## config.mk

```make
export PLATFORM = sky130hd
export DESIGN_NAME = rtc_counter_with_alarm_wakeup
export DESIGN_NICKNAME = d
export VERILOG_FILES = /design/src/logic/rtc_pkg.sv /design/src/logic/rtc_alarm_match.sv /design/src/logic/rtc_counter_with_alarm_wakeup.sv /design/src/logic/rtc_osc_sync.sv
export VERILOG_INCLUDE_DIRS = /design/src /design/src/logic
export SDC_FILE = /design/constraint.sdc
export NUM_CORES = 1
export LEC_CHECK = 0
export ABC_AREA = 1
export BUFFER_PORTS_ARGS = -buffer_cell sky130_fd_sc_hd__buf_2
export CAP_MARGIN = 20
export CORE_MARGIN = 1
export CORE_UTILIZATION = 45
export DETAILED_ROUTE_END_ITERATION = 8
export GPL_TIMING_DRIVEN = 0
export PLACE_DENSITY_LB_ADDON = 0.08
export REMOVE_ABC_BUFFERS = 1
export SLEW_MARGIN = 20
export SYNTH_ARGS = -nofsm -noshare
export SYNTH_HDL_FRONTEND = slang
export SYNTH_SLANG_ARGS = --single-unit
```

## constraint.sdc

```tcl
create_clock -name clock_in -period 4 [get_ports clock_in]
set_input_delay 0.8 -clock clock_in [delete_from_list [all_inputs] [get_ports clock_in]]
set_output_delay 0.8 -clock clock_in [all_outputs]
set_load 0.005 [all_outputs]
```

## src/logic/rtc_regs.svh

```systemverilog
// register offsets, field positions and reset values of the real-time clock
`ifndef RTC_REGS_SVH
`define RTC_REGS_SVH
`define RTC_ADDR_W 16
`define RTC_CLOCK_CONTROL_ADDR 16'hf3f0
`define RTC_INIT_VALUE_BASE 16'hf3f1
`define RTC_COUNT_VALUE_BASE 16'hf3f6
`define RTC_ALARM_COMPARE_BASE 16'hf3fb
`define RTC_BYTES_PER_REG 3'h5
`define RTC_RUN_BIT 0
`define RTC_IRQ_EN_BIT 1
`define RTC_FLAG_BIT 2
`define RTC_PD_BIT 3
`define RTC_BYTE_RESET 8'h00
`define RTC_PRESCALE_W 7
`define RTC_COUNT_W 40
`define RTC_FULL_W 47
`define RTC_PRESCALE_CLEAR 7'h00
`define RTC_WORD_RESET 40'h00_0000_0000
`endif

```

## src/logic/rtc_pkg.sv

```systemverilog
// types shared by the real-time clock design
package rtc_pkg;
  typedef enum logic [1:0] {
    pd_none = 2'h0,
    pd_mode_one = 2'h1,
    pd_mode_two = 2'h2,
    pd_mode_three = 2'h3
  } pd_mode_t;
  typedef enum logic [1:0] {
    st_stopped = 2'h0,
    st_loading = 2'h1,
    st_running = 2'h3
  } run_state_t;
  typedef logic [39:0] count_word_t;
endpackage

```

## src/logic/rtc_alarm_match.sv

```systemverilog
// equality compare of the alarm word against the visible count
`timescale 1ns/1ns
`default_nettype none
module rtc_alarm_match
  import rtc_pkg::*;
(
  input wire logic running_in,
  input wire count_word_t count_in,
  input wire count_word_t alarm_in,
  output logic match_out
);
  assign match_out = running_in && (count_in == alarm_in);
endmodule // rtc_alarm_match
`default_nettype wire

```

## src/logic/rtc_counter_with_alarm_wakeup.sv

```systemverilog
// real-time clock: 47-bit counter, reload word, alarm compare and wake-up
// Summary of operation
// - 40-bit writable initial value register
// - writing run bit 1 starts counting
// - start copies initial value into count
// - start clears the 7-bit prescaler
// - counter advances once per oscillator cycle
// - low 15 bits overflow once per second
// - full overflow reloads initial value
// - stop, then restart begins fresh sequence
// - count readable at any time
// - alarm value in five byte registers
// - equal count and alarm sets flag
// - flag cleared only by software
// - wake request needs mode, enables, source
// - idle and slow-down do not stop counting
// - mode 3 keeps counting with oscillator
// - mode 1 with power-down bit stops clock; here mode 1 alone or the power-down bit alone stops counting
// - writes to count register are ignored
// - power-down bit resets to 0
// - flag sets only when irq enable 1
// - initial value write leaves count alone
`timescale 1ns/1ns
`default_nettype none
`include "rtc_regs.svh"
module rtc_counter_with_alarm_wakeup
  import rtc_pkg::*;
(
  input wire logic clock_in,
  input wire logic rst_in,
  input wire logic [15:0] addr_in,
  input wire logic wr_en_in,
  input wire logic rd_en_in,
  input wire logic [7:0] wr_data_in,
  output logic [7:0] rd_data_out,
  output logic rd_valid_out,
  input wire logic timekeeping_osc_in,
  output logic timekeeping_osc_out,
  input wire pd_mode_t pd_mode_in,
  input wire logic wake_from_powerdown_enable_in,
  input wire logic wake_source_select_in,
  output logic alarm_flag_out,
  output logic wake_request_out
);

  ////////////////////////////////////////////////////////////////////////////
  // register byte decode

  function automatic logic [2:0] byte_sel(input logic [15:0] a,
                                          input logic [15:0] base);
    logic [15:0] d;
    d = a - base;
    byte_sel = d[2:0];
  endfunction

  function automatic logic in_block(input logic [15:0] a,
                                    input logic [15:0] base);
    in_block = (a >= base) && (a < base + 16'h0005);
  endfunction

  logic [7:0] init_value_reg [0:4];
  logic [7:0] alarm_compare_byte [0:4];
  logic run_control_bit;
  logic alarm_irq_enable;
  logic alarm_flag;
  logic clock_power_down_bit;
  run_state_t state;
  logic [`RTC_PRESCALE_W-1:0] prescaler;
  count_word_t count_value_reg;
  count_word_t read_snapshot;
  count_word_t init_word;
  count_word_t alarm_word;
  logic osc_level;
  logic osc_rise;
  logic alarm_match;
  logic ctrl_wr;
  logic start_req;
  logic stop_req;
  logic advance;
  logic full_overflow;
  logic [2:0] wsel;
  logic [2:0] rsel;
  logic [2:0] asel;
  logic ctrl_hit;
  logic init_hit;
  logic count_hit;
  logic alarm_hit;
  logic init_wr;
  logic alarm_wr;
  logic flag_set;
  logic flag_clear;
  logic load_now;
  logic running;
  logic mode_freeze;
  logic mode_wake;
  logic prescale_carry;

  // control, init and alarm decodes serve both write and read paths; count_hit only reads
  assign ctrl_hit = (addr_in == `RTC_CLOCK_CONTROL_ADDR);
  assign init_hit = in_block(addr_in, `RTC_INIT_VALUE_BASE);
  assign count_hit = in_block(addr_in, `RTC_COUNT_VALUE_BASE);
  assign alarm_hit = in_block(addr_in, `RTC_ALARM_COMPARE_BASE);
  // count bytes get no write strobe, so writes there vanish
  assign ctrl_wr = wr_en_in && ctrl_hit;
  assign init_wr = wr_en_in && init_hit;
  assign alarm_wr = wr_en_in && alarm_hit;
  assign wsel = byte_sel(addr_in, `RTC_INIT_VALUE_BASE);
  assign asel = byte_sel(addr_in, `RTC_ALARM_COMPARE_BASE);

  genvar gi;
  generate
    for (gi = 0; gi < 5; gi++) begin : g_bytes
      assign init_word[gi*8 +: 8] = init_value_reg[gi];
      assign alarm_word[gi*8 +: 8] = alarm_compare_byte[gi];
    end
  endgenerate

  ////////////////////////////////////////////////////////////////////////////
  // initial value and alarm byte registers

  // init writes only land in storage; count picks them up at load time
  always_ff @(posedge clock_in) begin
    if (rst_in) begin
      for (int i = 0; i < 5; i++) begin
        init_value_reg[i] <= `RTC_BYTE_RESET;
      end
    end else if (init_wr) begin
      init_value_reg[wsel] <= wr_data_in;
    end
  end

  always_ff @(posedge clock_in) begin
    if (rst_in) begin
      for (int i = 0; i < 5; i++) begin
        alarm_compare_byte[i] <= `RTC_BYTE_RESET;
      end
    end else if (alarm_wr) begin
      alarm_compare_byte[asel] <= wr_data_in;
    end
  end

  ////////////////////////////////////////////////////////////////////////////
  // control register

  assign start_req = ctrl_wr && wr_data_in[`RTC_RUN_BIT] && !run_control_bit;
  assign stop_req = ctrl_wr && !wr_data_in[`RTC_RUN_BIT];

  always_ff @(posedge clock_in) begin
    if (rst_in) begin
      run_control_bit <= 1'b0;
    end else if (ctrl_wr) begin
      run_control_bit <= wr_data_in[`RTC_RUN_BIT];
    end
  end

  always_ff @(posedge clock_in) begin
    if (rst_in) begin
      alarm_irq_enable <= 1'b0;
    end else if (ctrl_wr) begin
      alarm_irq_enable <= wr_data_in[`RTC_IRQ_EN_BIT];
    end
  end

  // counting freezes but the run state survives a power-down
  always_ff @(posedge clock_in) begin
    if (rst_in) begin
      clock_power_down_bit <= 1'b0;
    end else if (ctrl_wr) begin
      clock_power_down_bit <= wr_data_in[`RTC_PD_BIT];
    end
  end

  ////////////////////////////////////////////////////////////////////////////
  // alarm flag

  // writing a 1 to the flag bit is harmless, only a 0 clears it
  assign flag_set = alarm_match && alarm_irq_enable;
  assign flag_clear = ctrl_wr && !wr_data_in[`RTC_FLAG_BIT];

  // a match in the clearing cycle keeps the flag set
  always_ff @(posedge clock_in) begin
    if (rst_in) begin
      alarm_flag <= 1'b0;
    end else if (flag_set) begin
      alarm_flag <= 1'b1;
    end else if (flag_clear) begin
      alarm_flag <= 1'b0;
    end
  end

  ////////////////////////////////////////////////////////////////////////////
  // oscillator sampling

  rtc_osc_sync u_osc_sync (
    .clock_in(clock_in),
    .rst_in(rst_in),
    .osc_in(timekeeping_osc_in),
    .level_out(osc_level),
    .rise_out(osc_rise)
  );

  // crystal feedback stays quiet while powered down
  always_ff @(posedge clock_in) begin
    if (rst_in) begin
      timekeeping_osc_out <= 1'b0;
    end else begin
      timekeeping_osc_out <= ~osc_level & ~clock_power_down_bit;
    end
  end

  ////////////////////////////////////////////////////////////////////////////
  // run state and 47-bit counter

  assign load_now = (state == st_loading);
  assign running = (state == st_running);
  // mode 1 freezes the count; modes 2 and 3 may wake on an alarm
  assign mode_freeze = (pd_mode_in == pd_mode_one);
  assign mode_wake = (pd_mode_in == pd_mode_two)
                     || (pd_mode_in == pd_mode_three);

  // idle and slow-down are not inputs here, so nothing else can halt it
  assign advance = running && osc_rise && !clock_power_down_bit
                   && !mode_freeze;
  assign prescale_carry = advance && (&prescaler);
  assign full_overflow = prescale_carry && (&count_value_reg);

  always_ff @(posedge clock_in) begin
    if (rst_in) begin
      state <= st_stopped;
    end else begin
      unique case (state)
        st_stopped: begin
          if (start_req) begin
            state <= st_loading;
          end
        end
        st_loading: begin
          // a stop written in the load cycle wins over the start
          state <= stop_req ? st_stopped : st_running;
        end
        st_running: begin
          if (stop_req) begin
            state <= st_stopped;
          end
        end
        default: begin
          state <= st_stopped;
        end
      endcase
    end
  end

  // the low 7 bits are never visible; they only pace the count
  always_ff @(posedge clock_in) begin
    if (rst_in) begin
      prescaler <= `RTC_PRESCALE_CLEAR;
    end else if (load_now || full_overflow) begin
      prescaler <= `RTC_PRESCALE_CLEAR;
    end else if (advance) begin
      prescaler <= prescaler + `RTC_PRESCALE_W'(1);
    end
  end

  // no write path reaches the count; only load, reload and advance
  always_ff @(posedge clock_in) begin
    if (rst_in) begin
      count_value_reg <= `RTC_WORD_RESET;
    end else if (load_now) begin
      count_value_reg <= init_word;
    end else if (full_overflow) begin
      count_value_reg <= init_word;
    end else if (prescale_carry) begin
      // bit 15 of the full count is bit 8 of the visible word: seconds
      count_value_reg <= count_value_reg + `RTC_COUNT_W'(1);
    end
  end

  ////////////////////////////////////////////////////////////////////////////
  // alarm and wake-up

  rtc_alarm_match u_alarm_match (
    .running_in(running),
    .count_in(count_value_reg),
    .alarm_in(alarm_word),
    .match_out(alarm_match)
  );

  assign alarm_flag_out = alarm_flag;
  assign wake_request_out = alarm_flag && alarm_irq_enable
                            && wake_from_powerdown_enable_in
                            && wake_source_select_in
                            && mode_wake;

  ////////////////////////////////////////////////////////////////////////////
  // read port

  assign rsel = byte_sel(addr_in, `RTC_COUNT_VALUE_BASE);

  // lowest byte read freezes the upper bytes for the rest of the word
  always_ff @(posedge clock_in) begin
    if (rst_in) begin
      read_snapshot <= `RTC_WORD_RESET;
    end else if (rd_en_in && (addr_in == `RTC_COUNT_VALUE_BASE)) begin
      read_snapshot <= count_value_reg;
    end
  end

  // a byte read answers exactly one cycle later
  always_ff @(posedge clock_in) begin
    if (rst_in) begin
      rd_valid_out <= 1'b0;
    end else begin
      rd_valid_out <= rd_en_in;
    end
  end

  // upper count bytes come from the snapshot: read byte 0 first
  always_ff @(posedge clock_in) begin
    if (rst_in) begin
      rd_data_out <= `RTC_BYTE_RESET;
    end else if (!rd_en_in) begin
      rd_data_out <= rd_data_out;
    end else if (ctrl_hit) begin
      rd_data_out <= {4'h0, clock_power_down_bit, alarm_flag,
                      alarm_irq_enable, run_control_bit};
    end else if (init_hit) begin
      rd_data_out <= init_value_reg[wsel];
    end else if (count_hit) begin
      rd_data_out <= (rsel == 3'h0) ? count_value_reg[7:0]
                     : read_snapshot[rsel*8 +: 8];
    end else if (alarm_hit) begin
      rd_data_out <= alarm_compare_byte[asel];
    end else begin
      rd_data_out <= `RTC_BYTE_RESET;
    end
  end

endmodule // rtc_counter_with_alarm_wakeup
`default_nettype wire

```

## src/logic/rtc_osc_sync.sv

```systemverilog
// two-stage synchroniser and rising-edge pulse for the timekeeping input
`timescale 1ns/1ns
`default_nettype none
module rtc_osc_sync (
  input wire logic clock_in,
  input wire logic rst_in,
  input wire logic osc_in,
  output logic level_out,
  output logic rise_out
);
  logic stage_one;
  logic stage_two;
  logic stage_prev;

  always_ff @(posedge clock_in) begin
    if (rst_in) begin
      stage_one <= 1'b0;
      stage_two <= 1'b0;
      stage_prev <= 1'b0;
    end else begin
      stage_one <= osc_in;
      stage_two <= stage_one;
      stage_prev <= stage_two;
    end
  end

  // only the second stage feeds the edge detector
  assign level_out = stage_two;
  assign rise_out = stage_two & ~stage_prev;
endmodule // rtc_osc_sync
`default_nettype wire

```

Word level (Yosys, flattened, before mapping):

Memory sizes are Yosys's and may differ from the RTL's.
Index checks and enable logic that the tools add are counted.

* bits in registers: 106
* bits in writable memories: 80
* input port bits: 33
* output and inout port bits: 12
* word-level logic and storage cells: 110
* memories kept: 2

Memories
* alarm_compare_byte: depth 5, width 8, rd ports 6, clocked after Yosys merged registers in 0, wr ports 5, line rtc_counter_with_alarm_wakeup.sv:62 `logic [7:0] alarm_compare_byte [0:4];`
* init_value_reg: depth 5, width 8, rd ports 6, clocked after Yosys merged registers in 0, wr ports 5, line rtc_counter_with_alarm_wakeup.sv:61 `logic [7:0] init_value_reg [0:4];`

* add/sub/neg operators: 5
* magnitude comparators: 6
* equality and inequality tests: 10
* shift-type cells: 1
* mux-type cells: 28
* bitwise operators: 5
* reduce and logical (&&, ||, !) cells: 39

Operators with widths (number)
* two-way mux 40 bit: 3
* two-way mux 8 bit: 7
* >= comparator 16 bit, second input constant: 3
* < comparator 16 bit, second input constant: 3
* adder 40 x 1 -> 40 bit, second input constant: 1
* equality test 40 bit: 1
* AND reduction 40 bit: 1
* indexed part select 40 x 7 -> 8 bit: 1
* equality test 16 bit, second input constant: 2
* logical AND 1 bit: 22
* OR reduction 8 bit: 2
* two-way mux 1 bit: 12
* adder 7 x 1 -> 7 bit, second input constant: 1
* AND reduction 7 bit: 1
* equality test 2 bit, second input constant: 3
* two-way mux 2 bit: 3
* two-way mux 3 bit: 2
* one-hot mux 2 bit (3 select lines): 1
* zero test 1 bit: 5
* equality test 2 x 1 -> 1 bit, second input constant: 2
* inequality test 2 bit, second input constant: 2
* zero test 3 bit: 1
* NOT 1 bit: 3
* nonzero test 3 bit: 1
* other kinds (9): 11

Longest topological paths before layout:

Gate-level depths: netlist of the first run.

* depth in word-level cells: 9
* gate-level depth with buffers: 16
* mapped depth without buffers: 13

Cells and area by module:

From an unflattened synthesis of the first run, not the netlist that was laid out.

* cells, all modules: 1806
* area, all modules: 12877.4 µm²

Modules (own cells, without submodules)
* rtc_counter_with_alarm_wakeup: instances 1, cells each 1618, area each 12031.5 µm², sequential area each 5905.7 µm²
* rtc_alarm_match: instances 1, cells each 178, area each 759.5 µm², sequential area each 0.0 µm²
* rtc_osc_sync: instances 1, cells each 10, area each 86.3 µm², sequential area each 60.1 µm²

Least setup slack after synthesis of the first run:

OpenSTA, ideal clock, no wires.

* kind: input to register
* from: input addr_in[0]
* to: memory init_value_reg[6][0] (enable)
* library setup time: 395 ps
* arrival: 3152 ps
* required time: 3605 ps
* path slack: 454 ps
* stages: 10
* path buffers: 2
* path through: clkinv_1 -> clkbuf_1 -> buf_1 -> ha_1 -> inv_1 -> nand2_1 -> nand2_1 -> nor2_1 -> inv_1 -> nor4_1

RTL lines
* from (decl): line rtc_counter_with_alarm_wakeup.sv:31 `input wire logic [15:0] addr_in,`
* to (decl): line rtc_counter_with_alarm_wakeup.sv:61

==> key figures, run 1 <==
Routing
  – DR DRC count: 0
  – Final ANT Viol Nets: 0
  – DRT iter0 DRCs: 1095
  – Mean routed wirelength per cell: 19.1 um
  – Via count: 11436
  – Vias/cell: 5.24
  – Post-Route WL: 41800 um
  – First-pass DRT Iterations: 5

Floorplan
  – # IOs: 45
  – Starting density of the core: between 40% and 50%
  – Die width: ~170 um
  – Die Ht: about 170 um
  – Core area: roughly 28000 um2
  – Placement Rows: around 60
  – Die area: 29200 um2

Layout
  – Commonest non-fill, non-tap cell in the layout: nand2_1
  – Most frequent cells in the layout: 564 x nand2_1, 237 x nor2_1, 191 x inv_1
  – Register area: 5970 um2
  – Share of post-route cells with drive strength above 1: 8.98%
  – P&R area growth vs syn: 11.1%
  – Fin cells: around 2200
  – Area of the multi-input gates: between 5000 and 6000 um2
  – FILL cells: 2844
  – N_diodes: 0
  – Nets: 1823

Global routing
  – Vias in the first global route: 10320
  – Initial antenna violation count: 0
  – Total gr overflow: 0
  – First-pass GRT wire length: 62200 um
  – Maximum number of pins on one net before global-route repair: 100
  – Gr usage total: 29.0%

CTS
  – Clock Sinks: 234
  – Post-CTS Hold Fix Bufs: 0
  – CTS Buffer Depth: 3
  – Root Buffer: clkbuf_16
  – Clock Latency Late Sink: 570 ps
  – Clk slew on worst S/H paths: 60 ps
  – H-tree Lvls: 1
  – Num CTS Buffers: 27
  – CTS tree: done

STA
  – Peak Freq: between 200 and 300 MHz
  – Fin. Hold Viols: 0
  – Setup violators final: 0
  – Max transition margin: about 36%
  – Final worst-path cycle share: roughly 95%
  – Count of pins over their slew limit: 0
  – Final min period: 3810 ps
  – RSZ-0062 raised after global routing: false
  – Least-Margin Pin Slew: 961 ps
  – Layout Skew: roughly 24 ps

Worst setup path
  – Required time of the critical path: 4220 ps
  – Nature of the critical path endpoint: register
  – Critical path's slowest cell: nor3_4
  – Crit path DAT: 4020 ps
  – Crit Path Category: input port to register
  – CP Depth: 13
  – Setup crit start: addr_in[0]
  – CP startpoint kind: input port
  – CP delay by family, top: simple AND/OR/NAND/NOR gates
  – CP dominant cell by count: nand2_1
  – Reg2Reg Depth: 11
  – Register-to-register setup slack: about 340 ps
  – Crit path to: init_value_reg[1][4]
  – Crit path largest cell delay: approximately 390 ps
  – Crit path max fanout: 80
  – WP buf/inv: 5
  – Crit path cell chain: buf_4 -> buf_16 -> clkinv_8 -> ha_1 -> inv_1 -> nor2_1 -> nand2_1 -> nand4_1 -> inv_1 -> nand2_1 -> nor3_4 -> nand2_1 -> nand2_1
  – End of the worst register-to-register path: count_value_reg[27]
  – Worst r2r src: state[0]

Synthesis
  – Synth Area per Inst: 7.20 um2
  – Synth warn: 0
  – Simple logic cell fraction of the synthesized area: 33.7%
  – Dominant synthesized flop cell: edfxtp_1
  – Largest family of logic cells by synthesized area: simple AND/OR/NAND/NOR gates
  – Post-synthesis mux area share: 0%
  – Cell area after synthesis: 12800 um2
  – Sequential-to-total area share from yosys stat: a little under half
  – Post-synth EDFFs: 128
  – Post-synth cell types: 36
  – Post-Synth XOR/XNOR Area: 3.62%
  – Number of synthesized register bits: around 230
  – Async set-reset flop share out of synthesis: 0%
  – Post-synthesis compound-gate area fraction: 6.50%
  – Mapped Cells: ~1800
  – Post-Synth Adder-Cell Area: 0.683%

Min path
  – Hold/Removal Path Class: register to register

Placed design
  – RD Place Congestion: roughly 0.95
  – Detailed placement HPWL: 30000 um
  – # port buffers: 44
  – Placed cell count: 2130

Power
  – Static Leak: around 6 nW
  – Cell Pwr Density: 388 nW/um2
  – Worst vdd ir: 329 uV
  – Total power: roughly 5.5 mW

Flow run
  – Max-cap violations: 0

Outcome
  – Status: completed
what timing repair did:
action,4_1_cts,5_1_grt
hold endpoints to repair,0,0
endpoints found under the setup margin,153,93
cloned,0,1
setup buffers,0,1
pin swaps,0,1
resized for setup,6,7
synthesized netlist by cell type (7+ instances only):
master	instances	share of area [%]
buf_2	20	0.78
dfxtp_1	106	17
clkbuf_2	7	0.27
xnor2_1	21	1.4
clkbuf_1	41	1.2
a21oi_1	70	2.7
edfxtp_1	128	30
nand2_2	24	1.2
or2_2	9	0.44
inv_1	193	5.7
xor2_1	32	2.2
nor2_1	239	7.0
nor3_1	15	0.59
o21ai_0	84	3.3
clkinv_1	11	0.32
nand4_1	27	1.3
nand2_1	568	17
ha_1	7	0.68
nand3_1	144	5.6
stage by stage:
| stage | TNS, ps | hold slack [ps] | instance area, um2 | utilization (%) | setup WS [ps] |
|---|---|---|---|---|---|
| 6_report | 0 | 405 | 14200 | 51.0 | 195 |
| 5_1_grt | 0 | 435 | 14200 | 51.0 | 2.67 |
| 3_3_place_gp | -1184190 | 398 | 13100 | 47.0 | -5290 |
| 4_1_cts | 0 | 406 | 14200 | 50.8 | 64.5 |
| 3_5_place_dp | -204130 | 397 | 13300 | 47.5 | -1670 |
| 2_1_floorplan | -38650 | 388 | 12400 | - | -537 |
where the power goes:
group	switching (mW)	internal [mW]
Clock	1.06	1.45
Combinational	0.299	0.0988
Sequential	0.0346	2.58
Total	1.40	4.13
cells by family (layout without fill, tap and decap cells):
group / count (synthesis) / after routing
AO/OA/AOI/OAI: 162 / 162
XOR/XNOR: 53 / 53
adder cells (fa/ha/maj): 7 / 7
buffers and inverters: 285 / 309
flip-flops: 234 / 234
AND/OR/NAND/NOR: 1039 / 1039
final cells by class:
| class | instances | area share, % |
|---|---|---|
| inverter | 209 | 5.66 |
| sequential | 234 | 41.9 |
| tap | 378 | 3.32 |
| clock inverter | 16 | 1.11 |
| multi-input combinational | 1261 | 40.6 |
| timing repair buffer | 49 | 2.22 |
| clock buffer | 34 | 5.21 |
| timing repair inverter | 1 | 0.0351 |
worst min-delay path by stage:
stage                         start                    to  slack [ps]  cells past startpoint
3_5_place_dp   u_osc_sync.stage_one  u_osc_sync.level_out         400                      2
5_1_grt        u_osc_sync.stage_one  u_osc_sync.level_out         430                      2
4_1_cts        u_osc_sync.stage_one  u_osc_sync.level_out         410                      2
6_report       u_osc_sync.stage_one  u_osc_sync.level_out         400                      2
3_3_place_gp   u_osc_sync.stage_one  u_osc_sync.level_out         400                      2
2_1_floorplan  u_osc_sync.stage_one  u_osc_sync.level_out         390                      2
tightest hold or removal path, cell delays in order, from the launching register on:
cell,delay [ps]
dfxtp_1,300
inv_1,40
nor2_1,30
metal layers:
metal	vias to the layer above	track usage, %	wire length [um]	part of all wire, %
met5	-	0	0	0
met4	0	10.4	1550	3.7
met1	5353	40.4	18700	45
li1	5643	-	-	-
met2	373	46.0	18800	45
met3	67	3.77	2790	6.7
Note: power is estimated with default switching activity, not from simulation.
==> run 2, diff against run 1 <==
Settings changed: REMOVE_ABC_BUFFERS 1 to not set.
==> run 2 against run 1 <==
Routed wire length increased by 8.0%. Largest power group unchanged. Final area increased by 0.92%. Critical endpoint is now init_value_reg[4][7]. First-iteration DRC count is 13% higher.
==> key figures, run 2 (same netlist as run 1, synthesis figures left out) <==
Worst setup path
  – Crit path cell chain: buf_2 -> clkinv_1 -> clkbuf_1 -> buf_2 -> ha_1 -> inv_1 -> nor2_1 -> nand2_1 -> nand4_1 -> inv_1 -> nand2_1 -> nor3_1 -> nand2_1 -> nand2_1
  – Crit path largest cell delay: 650 ps
  – Crit path DAT: ~4000 ps
  – CP startpoint kind: input port
  – Crit path max fanout: 12
  – WP buf/inv: 6
  – Crit Path Category: input port to register
  – Required time of the critical path: 4220 ps
  – Nature of the critical path endpoint: register
  – CP dominant cell by count: nand2_1
  – CP delay by family, top: simple AND/OR/NAND/NOR gates
  – Critical path's slowest cell: nor3_1

Power
  – Power share of the combinational group: 7.3%
  – Worst vdd ir: just under 400 uV
  – Internal: about 4.1 mW
  – Static Leak: 6.10 nW
  – Switching share of power: 25.2%
  – Sw Pwr: roughly 1.4 mW
  – Total power: about 5.4 mW
  – Seq pwr share: 48.3%
  – Cell Pwr Density: 378 nW/um2
  – Clock share of power: 44.4%

Layout
  – Commonest non-fill, non-tap cell in the layout: nand2_1
  – N_diodes: 0
  – Share of post-route cells with drive strength above 1: 8.97%
  – Most frequent cells in the layout: 568 x nand2_1, 239 x nor2_1, 193 x inv_1
  – Fin util: 51.5%
  – P&R area growth vs syn: 12.2%
  – Fin cells: 2250
  – Nets: between 1500 and 2000

Global routing
  – Maximum number of pins on one net before global-route repair: 15
  – Initial antenna violation count: 0
  – Total gr overflow: 0
  – Vias in the first global route: 10907
  – First-pass GRT wire length: 66000 um
  – Gr usage total: 31.3%

Routing
  – Post-Route WL: 45100 um
  – Vias/cell: 5.38
  – DR DRC count: 0
  – DRT iter0 DRCs: between 1000 and 1500
  – First-pass DRT Iterations: 6
  – Final ANT Viol Nets: 0
  – Mean routed wirelength per cell: around 20 um
  – Via count: 12097

Placed design
  – # port buffers: 43
  – Placed cell count: approximately 2200
  – RD Place Congestion: between 1 and 1.5
  – Detailed placement HPWL: 34200 um

Floorplan
  – Die Ht: 171 um
  – Starting density of the core: 45.9%
  – Core area: about 28000 um2
  – Die width: between 150 and 200 um
  – Placement Rows: 61
  – # IOs: 45
  – Die area: between 20000 and 30000 um2

STA
  – Least-Margin Pin Slew: 815 ps
  – Layout Skew: 25.7 ps
  – Count of pins over their slew limit: 0
  – RSZ-0062 raised after global routing: false
  – Final min period: 3810 ps
  – Setup TNS: 0 ps
  – Peak Freq: 262 MHz
  – Max transition margin: roughly 45%
  – Final worst-path cycle share: 95.4%
  – Setup violators final: 0
  – Fin. Hold Viols: 0

CTS
  – Clock Latency Late Sink: 560 ps
  – Root Buffer: clkbuf_16
  – Clock Sinks: between 200 and 250
  – CTS tree: done
  – CTS Buffer Depth: 3
  – H-tree Lvls: 1
  – Clk slew on worst S/H paths: 60 ps
  – Post-CTS Hold Fix Bufs: 0
  – Num CTS Buffers: 27

Synthesis
  – Syn nets: between 1500 and 2000

Flow run
  – Max-cap violations: 0

Min path
  – Hold/Removal Path Class: register to register

Outcome
  – Status: completed
-- run 2: changes by cell type in the layout (fill, tap and decap cells not counted), moves of 3 or more --
cell	before	now
clkbuf_1	3	47
clkbuf_8	4	1
clkinv_1	9	14
nand2_2	27	24
clkinv_2	9	6
buf_2	43	65
nand2_1	564	568
clkbuf_2	0	7
-- run 2: layer usage --
layer	wire length, um	share of wire [%]	vias up	global-route usage [%]
met3	3820	8.5	94	3.79
li1	-	-	5789	-
met1	19400	43	5680	43.3
met2	20000	44	534	49.4
met5	0	0	-	0
met4	1940	4.3	0	12.8
-- run 2: area by class of cell --
class | count | area [um2]
clock inverters | 13 | 129
fillers | 2850 | 13600
plain buffers | 76 | 368
well taps | 378 | 473
repair buffers | 45 | 228
flip-flops and latches | 234 | 5970
multi-input cells | 1261 | 5720
clock buffers | 34 | 712
inverters | 209 | 785
-- run 2: timing repair --
action,in CTS,in global routing
gates resized for setup,1,0
setup endpoints to repair,2,0
setup buffers,0,0
-- run 2: worst paths after layout --
check                            start                    to  slack [ps]  depth (start not counted)
setup reg to reg    count_value_reg[1]   count_value_reg[37]        1490                         13
hold / removal    u_osc_sync.stage_one  u_osc_sync.level_out         420                          2
setup / recovery            addr_in[0]  init_value_reg[4][7]         190                         14
hold reg to reg   u_osc_sync.stage_one  u_osc_sync.level_out         420                          2
-- run 2: worst min-delay path, delay by kind of cell, from the launching register on --
| family | cells | cell delay [ps] |
|---|---|---|
| buf+inv | 1 | 40 |
| flops | 1 | 300 |
| simple gates | 1 | 30 |
-- run 2: metrics by stage --
step	worst slack (ps)	cell area, um2	hold WS, ps
2_1_floorplan	454	12800	388
6_report	185	14400	421
4_1_cts	295	14400	419
3_5_place_dp	-556	13500	407
5_1_grt	18.0	14400	437
3_3_place_gp	-1270	13500	399
-- run 2: power groups by stage --
stage | Combinational [mW] | Clock, mW | Sequential (mW)
finish | 0.395 | 2.41 | 2.62
global route | 0.431 | 2.51 | 2.62
CTS | 0.389 | 2.42 | 2.62
detailed placement | 0.387 | 0 | 2.67
global placement | 0.384 | 0 | 2.67
floorplan | 0.229 | 0 | 2.65
==> run 3, diff against run 2 <==
Settings changed: CORE_ASPECT_RATIO set to 1.5, CORE_UTILIZATION 45 to 52.
==> run 3 against run 2 <==
Worst setup slack worse by 86 ps. Via count down 0.44%. Utilization up 7.5 points. Global-route usage up 6.1 points. Power down 0.12%. Flip-flop and latch count unchanged. Final area down 0.50%. Clock power about the same. Routed wire length up 1.6%. Final cell count down 2.6%. Count of clock-buffer cells in the layout up 1.
==> key figures, run 3 (same netlist as run 1, synthesis figures left out) <==
Routing
  – First-pass DRT Iterations: 6
  – Mean routed wirelength per cell: 20.9 um
  – Via count: 12044
  – Vias/cell: 5.49
  – Final ANT Viol Nets: 0
  – Post-Route WL: 45800 um
  – DRT iter0 DRCs: 1268
  – DR DRC count: 0

STA
  – Max transition margin: 32.0%
  – Final worst-path cycle share: about 100%
  – Peak Freq: 256 MHz
  – Least-Margin Pin Slew: 1020 ps
  – Setup violators final: 0
  – Final min period: around 3900 ps
  – Count of pins over their slew limit: 0
  – Hold slack: 403 ps
  – Fin. Hold Viols: 0
  – Layout Skew: 24.2 ps
  – RSZ-0062 raised after global routing: true
  – Setup TNS: 0 ps
  – Final worst slack: 98.9 ps

Layout
  – Commonest non-fill, non-tap cell in the layout: nand2_1
  – N_diodes: 0
  – Nets: between 1500 and 2000
  – Share of post-route cells with drive strength above 1: 8.94%
  – Most frequent cells in the layout: 568 x nand2_1, 239 x nor2_1, 193 x inv_1
  – P&R area growth vs syn: 11.6%

Global routing
  – Initial antenna violation count: 0
  – Total gr overflow: 0
  – Vias in the first global route: 11467
  – Global routing usage on met2: 61.4%
  – Gr usage total: 37.4%
  – GR Util met3: around 5.1%
  – First-pass GRT wire length: slightly below 70000 um
  – M1 GR Usage: 41.9%
  – Maximum number of pins on one net before global-route repair: 15
  – GR peak layer: met2

Worst setup path
  – Crit path DAT: 4060 ps
  – Setup crit start: addr_in[0]
  – Worst r2r src: count_value_reg[1]
  – Required time of the critical path: 4160 ps
  – Crit path max fanout: 12
  – Nature of the critical path endpoint: register
  – CP startpoint kind: input port
  – Reg2Reg Depth: 13
  – Register-to-register setup slack: around 1300 ps
  – End of the worst register-to-register path: count_value_reg[22]
  – Crit Path Category: input port to register

Placed design
  – # port buffers: 43
  – RD Place Congestion: approximately 1.0
  – Placement Setup Slack: -579 ps
  – Detailed placement HPWL: 35400 um

Floorplan
  – Die area: between 20000 and 30000 um2
  – Die width: 130 um
  – # IOs: 45
  – Die Ht: 194 um
  – Starting density of the core: 52.8%
  – Placement Rows: 70
  – Core area: 24300 um2

Outcome
  – Status: completed

CTS
  – CTS Buffer Depth: 3
  – Root Buffer: clkbuf_16
  – Num CTS Buffers: 24
  – H-tree Lvls: 1
  – Clock Latency Late Sink: 550 ps
  – Clk slew on worst S/H paths: ~60 ps
  – Clock Sinks: 234
  – CTS tree: done

Min path
  – Critical hold path startpoint: u_osc_sync.stage_one
  – Hold/Removal Path Class: register to register
  – Hold path endpoint: u_osc_sync.level_out
  – Hold path depth: 2

Flow run
  – Max-cap violations: 0

Power
  – Worst vdd ir: 357 uV
  – Cell Pwr Density: roughly 380 nW/um2
  – Static Leak: 6.08 nW

Synthesis
  – Syn nets: 1820
==> run 3: cell count changes in the layout (fill, tap and decap cells not counted), sizes merged <==
cell,before,now
clkinv,20,14
clkinvlp,1,3
clkbuf,82,83
inv,199,198
buf,73,72
bufinv,2,3
==> run 3: layer usage <==
layer	vias to the layer above	part of all wire (%)
met1	5487	36
met4	0	10
met2	566	47
li1	5781	-
met5	-	0
met3	210	6.4
==> run 3: power by group <==
part	switching (mW)	total, mW	internal [mW]
sequential	0.0366	2.61	2.58
clock	0.986	2.40	1.42
combinational	0.306	0.406	0.0995
==> run 3: final cells by class <==
| cell class | count | area, um2 |
|---|---|---|
| Buffer | 76 | 368 |
| Fill cell | 2378 | 9960 |
| Clock buffer | 35 | 704 |
| Clock inverter | 9 | 130 |
| Timing Repair Buffer | 44 | 220 |
| Inverter | 209 | 785 |
| Tap cell | 324 | 405 |
| Sequential cell | 234 | 5970 |
| Multi-Input combinational cell | 1261 | 5730 |
==> run 3: worst max-delay path by stage <==
| stage | depth (start not counted) | endpoint |
|---|---|---|
| final | 15 | init_value_reg[7][7] |
| after global routing | 15 | init_value_reg[5][5] |
| after CTS | 15 | init_value_reg[7][7] |
| after detailed placement | 12 | init_value_reg[6][7] |
| after global placement | 11 | init_value_reg[6][5] |
| after floorplan | 10 | init_value_reg[6][0] |
==> run 3: metrics by stage <==
stage | utilization, % | power, mW | instance area [um2] | std cells
final | 59.0 | 5.42 | 14300 | 2192
after global routing | 59.0 | 5.55 | 14300 | 2192
after CTS | 58.9 | 5.42 | 14300 | 2192
after detailed placement | 55.5 | 3.06 | 13500 | 2148
after global placement | 55.4 | 3.05 | 13400 | 2147
after floorplan | - | 2.88 | 12800 | 1780
==> run 3: timing repair <==
item                       in CTS  in global routing
setup buffers                   0                  0
hold buffers                    0                  0
resized for setup               1                  1
gates cloned                    0                  0
setup endpoints to repair      24                 35
==> run 3: critical path, cell delays in order <==
cell and delay (ps):
buf_2 180, clkinv_1 170, clkbuf_1 310, buf_2 350
ha_1 270, inv_1 70, nor2_1 40, nand2_1 50
nand4_1 110, inv_1 80, nand2_1 120, buf_2 220
nor3_2 420, inv_1 150, nor2_1 680
